===== src/include/uprf_cfg.svh =====
// constants for the packet relay framer: characters, codes, sizes
// assumes plain 8-bit ascii characters on both uart streams
`ifndef UPRF_CFG_SVH
`define UPRF_CFG_SVH

// cycle start signature, sent as two characters
`define UPRF_CH_SIG0 8'h50
`define UPRF_CH_SIG1 8'h52
// packet delimiter
`define UPRF_CH_DELIM 8'h3a
// hex character bases
`define UPRF_CH_DIG0 8'h30
`define UPRF_CH_DIG9 8'h39
`define UPRF_CH_UPA 8'h41
`define UPRF_CH_UPF 8'h46
`define UPRF_CH_LOA 8'h61
`define UPRF_CH_LOF 8'h66
`define UPRF_HEX_TEN 4'ha
// service slot address and commands carried in it
`define UPRF_ADDR_SVC 8'h00
`define UPRF_CMD_STOP 8'h01
`define UPRF_CMD_RESTART 8'h02
// buffer toward the network line
`define UPRF_FIFO_DEPTH 32
`define UPRF_ENT_W 10

`endif


===== src/include/uprf_pkg.sv =====
// types shared by the packet relay framer files
// assumes uprf_cfg.svh is on the include path
package uprf_pkg;

	// transmit sequencer, one-hot
	typedef enum logic [5:0] {
		ST_IDLE = 6'h01,
		ST_SIG0 = 6'h02,
		ST_SIG1 = 6'h04,
		ST_DELIM = 6'h08,
		ST_HI = 6'h10,
		ST_LO = 6'h20
	} uprf_tx_state_t;

	// kind of a buffered entry toward the network
	typedef enum logic [1:0] {
		ENT_DATA = 2'h0,
		ENT_END = 2'h1,
		ENT_ABORT = 2'h2
	} uprf_ent_t;

endpackage : uprf_pkg


===== src/include/uprf_fifo_if.sv =====
// valid/ready carrier between the framer and its buffer
// assumes one clock shared by both ends
`timescale 1ns/1ps
`default_nettype none

interface uprf_fifo_if #(
	parameter int W = 10
);
	logic wr_valid;
	logic wr_ready;
	logic [W-1:0] wr_data;
	logic rd_valid;
	logic rd_ready;
	logic [W-1:0] rd_data;

	modport user (output wr_valid, wr_data, rd_ready, input wr_ready, rd_valid, rd_data);
	modport store (input wr_valid, wr_data, rd_ready, output wr_ready, rd_valid, rd_data);
endinterface : uprf_fifo_if

`default_nettype wire


===== src/hdl/uprf_fifo.sv =====
// buffer of DEPTH words with a registered read stage
// assumes a single clock and an active low asynchronous reset
`timescale 1ns/1ps
`default_nettype none

module uprf_fifo #(
	parameter int W = 10,
	parameter int DEPTH = 32
) (
	// clock and reset
	input wire logic ref_clk,
	input wire logic resetn,
	// both sides of the buffer
	uprf_fifo_if.store port
);
	localparam int AW = $clog2(DEPTH);
	localparam int CW = $clog2(DEPTH + 1);

	logic [W-1:0] mem [DEPTH];
	logic [AW-1:0] wptr;
	logic [AW-1:0] rptr;
	logic [CW-1:0] count;
	logic push;
	logic pop;

	// full only counts the array; the read register is one extra place
	assign port.wr_ready = (count != CW'(DEPTH));
	assign push = port.wr_valid && port.wr_ready;
	assign pop = (count != '0) && (!port.rd_valid || port.rd_ready);

	// storage, no reset needed
	always_ff @(posedge ref_clk) begin
		if (push) begin
			mem[wptr] <= port.wr_data;
		end
	end

	// pointers and occupancy
	always_ff @(posedge ref_clk or negedge resetn) begin
		if (!resetn) begin
			wptr <= '0;
			rptr <= '0;
			count <= '0;
		end else begin
			if (push) begin
				wptr <= (wptr == AW'(DEPTH - 1)) ? '0 : wptr + 1'b1;
			end
			if (pop) begin
				rptr <= (rptr == AW'(DEPTH - 1)) ? '0 : rptr + 1'b1;
			end
			count <= count + CW'(push) - CW'(pop);
		end
	end

	// read register
	always_ff @(posedge ref_clk or negedge resetn) begin
		if (!resetn) begin
			port.rd_valid <= 1'b0;
			port.rd_data <= '0;
		end else if (pop) begin
			port.rd_valid <= 1'b1;
			port.rd_data <= mem[rptr];
		end else if (port.rd_ready) begin
			port.rd_valid <= 1'b0;
		end
	end

endmodule : uprf_fifo

`default_nettype wire


===== src/hdl/uprf_framer.sv =====
// host side uart framer: network packets to hex text and back
// assumes byte-wide uart character streams and a byte-wide network port
// Overview of operation
// - on a network preamble while the carrier is present, send the two-character cycle start signature first.
// - a colon delimiter marks every packet boundary on the uart stream.
// - each packet byte travels as two ascii hex characters, high nibble first.
// - every packet received from the network is forwarded onto the uart.
// - packets from the uart are buffered and relayed unchanged, service packets excepted.
// - packet 0 is the broadcast and service slot for control and status.
// - the host reports its current state inside a service packet.
// - packets cycle only while the network carrier is present.
// - service packets may be sent out of turn, but only between packets or after a signature.
// - both directions use the same signature, delimiter and packet structure.
`timescale 1ns/1ps
`default_nettype none
`include "uprf_cfg.svh"

module uprf_framer import uprf_pkg::*; #(
	parameter int DEPTH = `UPRF_FIFO_DEPTH
) (
	// clock and reset
	input wire logic ref_clk,
	input wire logic resetn,
	// network receive side
	input wire logic net_preamble,
	input wire logic net_carrier,
	input wire logic net_rx_valid,
	input wire logic [7:0] net_rx_data,
	input wire logic net_rx_last,
	output logic net_rx_ready,
	// network transmit side
	output logic net_tx_valid,
	output logic [7:0] net_tx_data,
	output logic net_tx_end,
	output logic net_tx_abort,
	input wire logic net_tx_ready,
	// uart transmit characters
	output logic tx_valid,
	output logic [7:0] tx_data,
	input wire logic tx_ready,
	// uart receive characters
	input wire logic rx_valid,
	input wire logic [7:0] rx_data,
	output logic rx_ready,
	// service and control
	input wire logic svc_req,
	output logic net_stop,
	output logic net_restart
);

	uprf_fifo_if #(.W(`UPRF_ENT_W)) fifo_port ();

	uprf_fifo #(.W(`UPRF_ENT_W), .DEPTH(DEPTH)) u_fifo (
		.ref_clk(ref_clk),
		.resetn(resetn),
		.port(fifo_port.store)
	);

	function automatic logic [7:0] hex_char(input logic [3:0] nib);
		hex_char = (nib < `UPRF_HEX_TEN) ? `UPRF_CH_DIG0 + 8'(nib) : `UPRF_CH_UPA + 8'(nib - `UPRF_HEX_TEN);
	endfunction : hex_char

	// ---------------- transmit toward controller ----------------
	uprf_tx_state_t tx_state;
	logic sig_pend;
	logic svc_pend;
	logic hold_full;
	logic next_hold_full;
	logic [7:0] hold_byte;
	logic hold_last;
	logic [7:0] cur_byte;
	logic cur_last;
	logic svc_second;
	logic in_pkt;
	logic slot;
	logic emit;
	logic pick_sig;
	logic pick_svc;
	logic use_hold;
	logic take_net;
	logic [7:0] next_char;
	logic [7:0] status;
	logic [3:0] pkt_count;

	// a service packet slips in between packets, or after a signature sent inside one
	assign slot = !tx_valid || tx_ready;
	assign pick_sig = (tx_state == ST_IDLE) && sig_pend;
	assign pick_svc = (tx_state == ST_IDLE) && !sig_pend && svc_pend && !in_pkt;
	assign use_hold = (tx_state == ST_IDLE) && !sig_pend && !pick_svc && hold_full;
	assign take_net = net_rx_valid && net_rx_ready;
	assign next_hold_full = take_net || (hold_full && !use_hold);
	assign emit = slot && (tx_state != ST_IDLE);
	// host state for the service packet
	assign status = {net_carrier, net_stop, !fifo_port.wr_ready, 1'b0, pkt_count};

	// character for the current sequencer state
	always_comb begin
		unique case (tx_state)
			ST_SIG0: next_char = `UPRF_CH_SIG0;
			ST_SIG1: next_char = `UPRF_CH_SIG1;
			ST_DELIM: next_char = `UPRF_CH_DELIM;
			ST_HI: next_char = hex_char(cur_byte[7:4]);
			ST_LO: next_char = hex_char(cur_byte[3:0]);
			default: next_char = `UPRF_CH_DELIM;
		endcase
	end

	// pending requests; a new request wins over the pick that clears it
	always_ff @(posedge ref_clk or negedge resetn) begin
		if (!resetn) begin
			sig_pend <= 1'b0;
			svc_pend <= 1'b0;
		end else begin
			sig_pend <= (net_preamble && net_carrier) || (sig_pend && !pick_sig);
			svc_pend <= svc_req || (svc_pend && !pick_svc);
		end
	end

	// one byte holding stage from the network
	always_ff @(posedge ref_clk or negedge resetn) begin
		if (!resetn) begin
			hold_full <= 1'b0;
			hold_byte <= 8'h00;
			hold_last <= 1'b0;
			net_rx_ready <= 1'b0;
		end else begin
			hold_full <= next_hold_full;
			if (take_net) begin
				hold_byte <= net_rx_data;
				hold_last <= net_rx_last;
			end
			// no carrier or stopped: the network side is not taken
			net_rx_ready <= !next_hold_full && net_carrier && !net_stop;
		end
	end

	// transmit sequencer
	always_ff @(posedge ref_clk or negedge resetn) begin
		if (!resetn) begin
			tx_state <= ST_IDLE;
			cur_byte <= 8'h00;
			cur_last <= 1'b0;
			svc_second <= 1'b0;
			in_pkt <= 1'b0;
		end else begin
			unique case (tx_state)
				ST_IDLE: begin
					if (pick_sig) begin
						// a new cycle clears in_pkt; a packet left half sent goes on after the signature
						in_pkt <= 1'b0;
						tx_state <= ST_SIG0;
					end else if (pick_svc) begin
						cur_byte <= `UPRF_ADDR_SVC;
						cur_last <= 1'b0;
						svc_second <= 1'b1;
						tx_state <= ST_HI;
					end else if (use_hold) begin
						cur_byte <= hold_byte;
						cur_last <= hold_last;
						in_pkt <= !hold_last;
						tx_state <= ST_HI;
					end
				end
				ST_SIG0: if (slot) tx_state <= ST_SIG1;
				ST_SIG1: if (slot) tx_state <= ST_DELIM;
				ST_DELIM: if (slot) tx_state <= ST_IDLE;
				ST_HI: if (slot) tx_state <= ST_LO;
				ST_LO: begin
					if (slot) begin
						if (svc_second) begin
							cur_byte <= status;
							cur_last <= 1'b1;
							svc_second <= 1'b0;
							tx_state <= ST_HI;
						end else if (cur_last) begin
							tx_state <= ST_DELIM;
						end else begin
							tx_state <= ST_IDLE;
						end
					end
				end
			endcase
		end
	end

	// uart character output
	always_ff @(posedge ref_clk or negedge resetn) begin
		if (!resetn) begin
			tx_valid <= 1'b0;
			tx_data <= 8'h00;
		end else if (emit) begin
			tx_valid <= 1'b1;
			tx_data <= next_char;
		end else if (tx_ready) begin
			tx_valid <= 1'b0;
		end
	end

	// ---------------- receive from controller ----------------
	logic take_rx;
	logic is_hex;
	logic [3:0] nib;
	logic sig0_seen;
	logic have_hi;
	logic [3:0] hi_nib;
	logic [7:0] byte_idx;
	logic drop;
	logic in_svc;
	logic pend_full;
	logic next_pend_full;
	logic [1:0] pend_kind;
	logic [7:0] pend_data;
	logic push;
	logic [1:0] push_kind;
	logic [7:0] push_data;
	logic [7:0] full_byte;

	assign take_rx = rx_valid && rx_ready;
	assign full_byte = {hi_nib, nib};
	assign next_pend_full = push || (pend_full && !fifo_port.wr_ready);
	assign fifo_port.wr_valid = pend_full;
	assign fifo_port.wr_data = {pend_kind, pend_data};

	// hex character decode
	always_comb begin
		is_hex = 1'b1;
		nib = 4'h0;
		if (rx_data >= `UPRF_CH_DIG0 && rx_data <= `UPRF_CH_DIG9) begin
			nib = 4'(rx_data - `UPRF_CH_DIG0);
		end else if (rx_data >= `UPRF_CH_UPA && rx_data <= `UPRF_CH_UPF) begin
			nib = 4'(rx_data - `UPRF_CH_UPA) + `UPRF_HEX_TEN;
		end else if (rx_data >= `UPRF_CH_LOA && rx_data <= `UPRF_CH_LOF) begin
			nib = 4'(rx_data - `UPRF_CH_LOA) + `UPRF_HEX_TEN;
		end else begin
			is_hex = 1'b0;
		end
	end

	// what one received character places in the buffer
	always_comb begin
		push = 1'b0;
		push_kind = ENT_DATA;
		push_data = 8'h00;
		if (take_rx && !drop && !in_svc) begin
			if (is_hex && have_hi && !(byte_idx == 8'h00 && full_byte == `UPRF_ADDR_SVC)) begin
				push = 1'b1;
				push_data = full_byte;
			end else if (rx_data == `UPRF_CH_DELIM && byte_idx != 8'h00) begin
				push = 1'b1;
				push_kind = have_hi ? ENT_ABORT : ENT_END;
			end else if (!is_hex && rx_data != `UPRF_CH_DELIM && rx_data != `UPRF_CH_SIG0
					&& !(sig0_seen && rx_data == `UPRF_CH_SIG1) && (byte_idx != 8'h00 || have_hi)) begin
				push = 1'b1;
				push_kind = ENT_ABORT;
			end
		end
	end

	// parser counters and flags
	always_ff @(posedge ref_clk or negedge resetn) begin
		if (!resetn) begin
			sig0_seen <= 1'b0;
			have_hi <= 1'b0;
			hi_nib <= 4'h0;
			byte_idx <= 8'h00;
			drop <= 1'b0;
			in_svc <= 1'b0;
			pkt_count <= 4'h0;
		end else if (take_rx) begin
			sig0_seen <= (rx_data == `UPRF_CH_SIG0);
			if (sig0_seen && rx_data == `UPRF_CH_SIG1) begin
				// signature restarts the cycle from address 0
				have_hi <= 1'b0;
				byte_idx <= 8'h00;
				drop <= 1'b0;
				in_svc <= 1'b0;
				pkt_count <= 4'h0;
			end else if (rx_data == `UPRF_CH_DELIM) begin
				have_hi <= 1'b0;
				byte_idx <= 8'h00;
				drop <= 1'b0;
				in_svc <= 1'b0;
				if (byte_idx != 8'h00) pkt_count <= pkt_count + 4'h1;
			end else if (is_hex) begin
				if (!have_hi) begin
					hi_nib <= nib;
				end else if (byte_idx != 8'hff) begin
					byte_idx <= byte_idx + 8'h01;
				end
				have_hi <= !have_hi;
				if (have_hi && byte_idx == 8'h00 && full_byte == `UPRF_ADDR_SVC) in_svc <= 1'b1;
			end else if (rx_data != `UPRF_CH_SIG0) begin
				drop <= 1'b1;
			end
		end
	end

	// service commands; restart is a one-cycle pulse
	always_ff @(posedge ref_clk or negedge resetn) begin
		if (!resetn) begin
			net_stop <= 1'b0;
			net_restart <= 1'b0;
		end else begin
			net_restart <= 1'b0;
			if (take_rx && is_hex && have_hi && in_svc && byte_idx == 8'h01 && !drop) begin
				if (full_byte == `UPRF_CMD_STOP) net_stop <= 1'b1;
				if (full_byte == `UPRF_CMD_RESTART) begin
					net_stop <= 1'b0;
					net_restart <= 1'b1;
				end
			end
		end
	end

	// one entry stage in front of the buffer; stalls the uart when full
	always_ff @(posedge ref_clk or negedge resetn) begin
		if (!resetn) begin
			pend_full <= 1'b0;
			pend_kind <= ENT_DATA;
			pend_data <= 8'h00;
			rx_ready <= 1'b0;
		end else begin
			pend_full <= next_pend_full;
			if (push) begin
				pend_kind <= push_kind;
				pend_data <= push_data;
			end
			rx_ready <= !next_pend_full;
		end
	end

	// network output stage, held while carrier is absent or stopped
	assign fifo_port.rd_ready = (!net_tx_valid || net_tx_ready) && net_carrier && !net_stop;

	always_ff @(posedge ref_clk or negedge resetn) begin
		if (!resetn) begin
			net_tx_valid <= 1'b0;
			net_tx_data <= 8'h00;
			net_tx_end <= 1'b0;
			net_tx_abort <= 1'b0;
		end else if (fifo_port.rd_valid && fifo_port.rd_ready) begin
			net_tx_valid <= 1'b1;
			net_tx_data <= fifo_port.rd_data[7:0];
			net_tx_end <= (fifo_port.rd_data[9:8] == ENT_END);
			net_tx_abort <= (fifo_port.rd_data[9:8] == ENT_ABORT);
		end else if (net_tx_ready) begin
			net_tx_valid <= 1'b0;
		end
	end

endmodule : uprf_framer

`default_nettype wire


===== config.mk =====
export PLATFORM = sky130hd
export DESIGN_NAME = uprf_framer
export DESIGN_NICKNAME = d
export VERILOG_FILES = /design/src/include/uprf_pkg.sv /design/src/include/uprf_fifo_if.sv /design/src/hdl/uprf_fifo.sv /design/src/hdl/uprf_framer.sv
export VERILOG_INCLUDE_DIRS = /design/src /design/src/include
export SDC_FILE = /design/constraint.sdc
export NUM_CORES = 1
export LEC_CHECK = 0
export BUFFER_PORTS_ARGS = -buffer_cell sky130_fd_sc_hd__buf_2
export CAP_MARGIN = 40
export CORE_ASPECT_RATIO = 0.7
export CORE_MARGIN = 2
export CORE_UTILIZATION = 55
export CTS_CLUSTER_DIAMETER = 60
export DETAILED_ROUTE_END_ITERATION = 8
export PLACE_DENSITY = 0.72
export SYNTH_ARGS = -nofsm -noshare
export SYNTH_HDL_FRONTEND = slang
export SYNTH_SLANG_ARGS = --single-unit

===== constraint.sdc =====
create_clock -name ref_clk -period 4 [get_ports ref_clk]
set_input_delay 0.6 -clock ref_clk [delete_from_list [all_inputs] [get_ports ref_clk]]
set_output_delay 0.6 -clock ref_clk [all_outputs]
set_load 0.01 [all_outputs]

==> summary.md <==
| Metric | Value |
|---|---|
| Kind of cell adding the most delay to the critical path | `simple AND/OR/NAND/NOR gates` |
| Final Cycle Share | `76.7%` |
| Post-detailed-route wirelength per cell | `24.0 µm` |
| Final-report setup violation count | `0` |
| Detailed-route DRC error count | `0` |
| Number of synthesized register bits | `430` |
| Peak supply drop | `roughly 0.43 mV` |
| Yosys cell types | `72` |
| Final hold violation count | `0` |
| Die H | `around 160 µm` |
| Fin Hold WS | `around 0.024 ns` |
| Number of flops mapped to enable cells by yosys | `320` |
| Synth-to-layout area growth | `14.5%` |
| Leakage | `about 8.2 nW` |
| Final instance area | `between 20000 and 25000 µm²` |
| Initial antenna violation count | `1` |
| R2R Path Start | `u_fifo.count[2]` |
| Mapped Area | `roughly 18000 µm²` |
| DRT antenna net count | `0` |
| Core Region | `32400 µm²` |
| Mapped Avg Cell Area | `between 15 and 20 µm²` |
| Clk sinks | `430` |
| TritonCTS clock tree | `yes` |
| I/O Buffers | `48` |
| Flop-to-flop setup slack | `0.93 ns` |
| Cts hold-fix bufs | `0` |
| Cell total after placement | `1580` |
| Critical path's slowest cell | `nor3b_1` |
| Tmin final | `3.07 ns` |
| DRT Pass-1 Iters | `5` |
| Die W | `about 220 µm` |
| RSZ-0062 raised after global routing | `false` |
| YS warnings | `0` |
| Hpwl dp | `26100 µm` |
| Share of layout cells above drive strength 1 | `25.2%` |
| CP endpoint | `u_fifo.count[5]` |
| Post-Route WL | `39600 µm` |
| GPL Wtd Cong | `0.830` |
| Most used DFF post-synth | `edfxtp_1` |
| Crit path launch | `u_fifo.count[2]` |
| Commonest non-fill, non-tap cell in the layout | `edfxtp_1` |
| Pin count of the biggest net entering global routing | `77` |
| Critical path class | `reg -> reg` |
| Critical Path Sink Type | `flip-flop` |
| R2r worst-path depth | `12` |
| Vias in the first global route | `9847` |
| Fmax | `0.326 GHz` |
| CP bufs+invs | `2` |
| Crit start category | `flip-flop` |
| Row cnt | `55` |
| Die area | `34600 µm²` |
| Io pins | `50` |
| Crit-path cells | `inv_1 > ha_1 > nor3b_1 > nand2_1 > nand2_1 > clkinv_1 > ha_1 > a21o_1 > a21oi_1 > o21bai_1 > a21oi_1 > xor2_1` |
| Clk_lat worst skew | `0.53 ns` |
| Mapped Nets | `approximately 1200` |
| Req. time, crit path | `around 4.5 ns` |
| Final non-filler cell total | `1652` |
| Final Skew | `0.0117 ns` |
| All-layer global routing usage | `23.4%` |
| Relative slew margins | `between 40% and 50%` |
| # H-tree levels | `2` |
| First-pass GRT wire length | `60200 µm` |
| Max Cap Viol | `0` |
| Max FO, Critical Path | `9` |
| Final TNS setup | `0 ns` |
| Hold Path Class | `in -> async` |
| Crit. path cell count | `12` |
| Total congestion overflow | `0` |
| Fin util | `64.3%` |
| Routed vias | `10100` |
| Nets | `1255` |
| Longest Clk Path Bufs | `3` |
| Clk pin slew, worst setup/hold paths | `around 0.06 ns` |
| Least-Margin Pin Slew | `0.882 ns` |
| Post-Synthesis Cells | `about 1100` |
| Most frequent cells in the layout | `edfxtp_1, dfrtp_1, mux4_2, nand2_1, nor2_1` |
| Via density | `approximately 6.1` |
| Initial detailed-routing violation count | `1109` |
| Max Slew Vio Count | `0` |
| Status | `finished clean` |
| Sequential-to-total area share from yosys stat | `between 60% and 70%` |
| Max stage delay on crit path | `0.43 ns` |
| Clk root buf | `clkbuf_16` |
| Dpl cell area | `19400 µm²` |
| Postcts setup bufs | `0` |
| Total CTS buffers | `41` |
| Async set-reset flop share out of synthesis | `25.6%` |
| R2r endpoint | `u_fifo.count[5]` |
| Ant diodes | `0` |
| Post-cts sizing count | `0` |
| Initial Util | `a little under three fifths` |
| WP data arrival | `approximately 3.5 ns` |
| PwrDens | `566 nW/µm²` |
[per-stage QoR]
stage	setup WS, ns	power [mW]
2_1_floorplan	1.15	7.13
3_3_place_gp	0.860	7.67
3_5_place_dp	0.727	7.80
4_1_cts	0.951	11.9
5_1_grt	0.790	12.3
6_report	0.932	11.8
[kinds of logic (layout without fill, tap and decap cells)]
| logic type | count (synthesis) | in the layout | share of synthesized area [%] |
|---|---|---|---|
| other | 1 | 1 | 0.0206 |
| buffers and inverters | 81 | 208 | 1.82 |
| XOR/XNOR | 19 | 19 | 0.915 |
| AO/OA/AOI/OAI | 151 | 151 | 5.51 |
| adder cells (fa/ha/maj) | 33 | 33 | 2.31 |
| multiplexers | 136 | 136 | 14.7 |
| flip-flops | 430 | 430 | 67.9 |
| AND/OR/NAND/NOR | 247 | 247 | 6.80 |
[registers in the layout (all words and copies together) (netlist names), 5 cells and up]
signal	count
u_fifo.mem	320
u_fifo.port.rd_data	10
byte_idx	8
cur_byte	8
hold_byte	8
net_tx_data	8
pend_data	8
tx_data	7
tx_state	6
u_fifo.count	6
u_fifo.rptr	5
u_fifo.wptr	5
[synth_stat cells (all sizes together), types with 12 or more instances]
master	number	area [µm²]
a21oi	36	180
nor2b	12	75.1
nand3b	12	90.1
clkbuf	36	135
inv	29	109
dfrtp	109	2730
nand2	79	297
ha	32	400
nor2	65	244
buf	15	83.8
o21ai	47	246
edfxtp	320	9610
mux4	100	2250
mux2	28	338
[per-layer routing]
metal  wire (µm)  part of all wire (%)  track usage (%)
met1       18200                    46             37.1
met2       17000                    43             33.1
met3        3890                   9.8             5.89
met4         517                   1.3             4.28
met5           0                     0                0
[where the power goes]
group	switching, mW	internal [mW]
sequential	0.483	5.06
clock	1.59	2.49
combinational	1.08	1.09
total	3.15	8.64
[worst register-to-register path, stage by stage (launching register included)]
cell and delay [ns]:
dfrtp_1 0.38, inv_1 0.09, ha_1 0.14, nor3b_1 0.43
nand2_1 0.24, nand2_1 0.23, clkinv_1 0.28, ha_1 0.32
a21o_1 0.19, a21oi_1 0.24, o21bai_1 0.09, a21oi_1 0.19
xor2_1 0.16
[worst min-delay path by stage]
stage | startpoint | to | slack, ns | cells after the start
3_5_place_dp | u_fifo.port.rd_data[1] | u_fifo.port.rd_data[1] | 0.47 | 2
3_3_place_gp | net_tx_end | net_tx_end | 0.46 | 2
2_1_floorplan | resetn | byte_idx[0] | 0.30 | 0
4_1_cts | resetn | tx_data[4] | 0.03 | 1
6_report | resetn | tx_state[2] | 0.02 | 1
5_1_grt | resetn | tx_data[0] | 0.05 | 1
[final cells by class]
cell class,instances,area [µm²]
clock buffers,61,1180
clock inverters,11,229
fillers,2229,11600
inverters,30,113
multi-input cells,587,5500
flip-flops and latches,430,12400
well taps,427,534
repair buffers,106,898
Note: power is estimated with default switching activity, not from simulation.
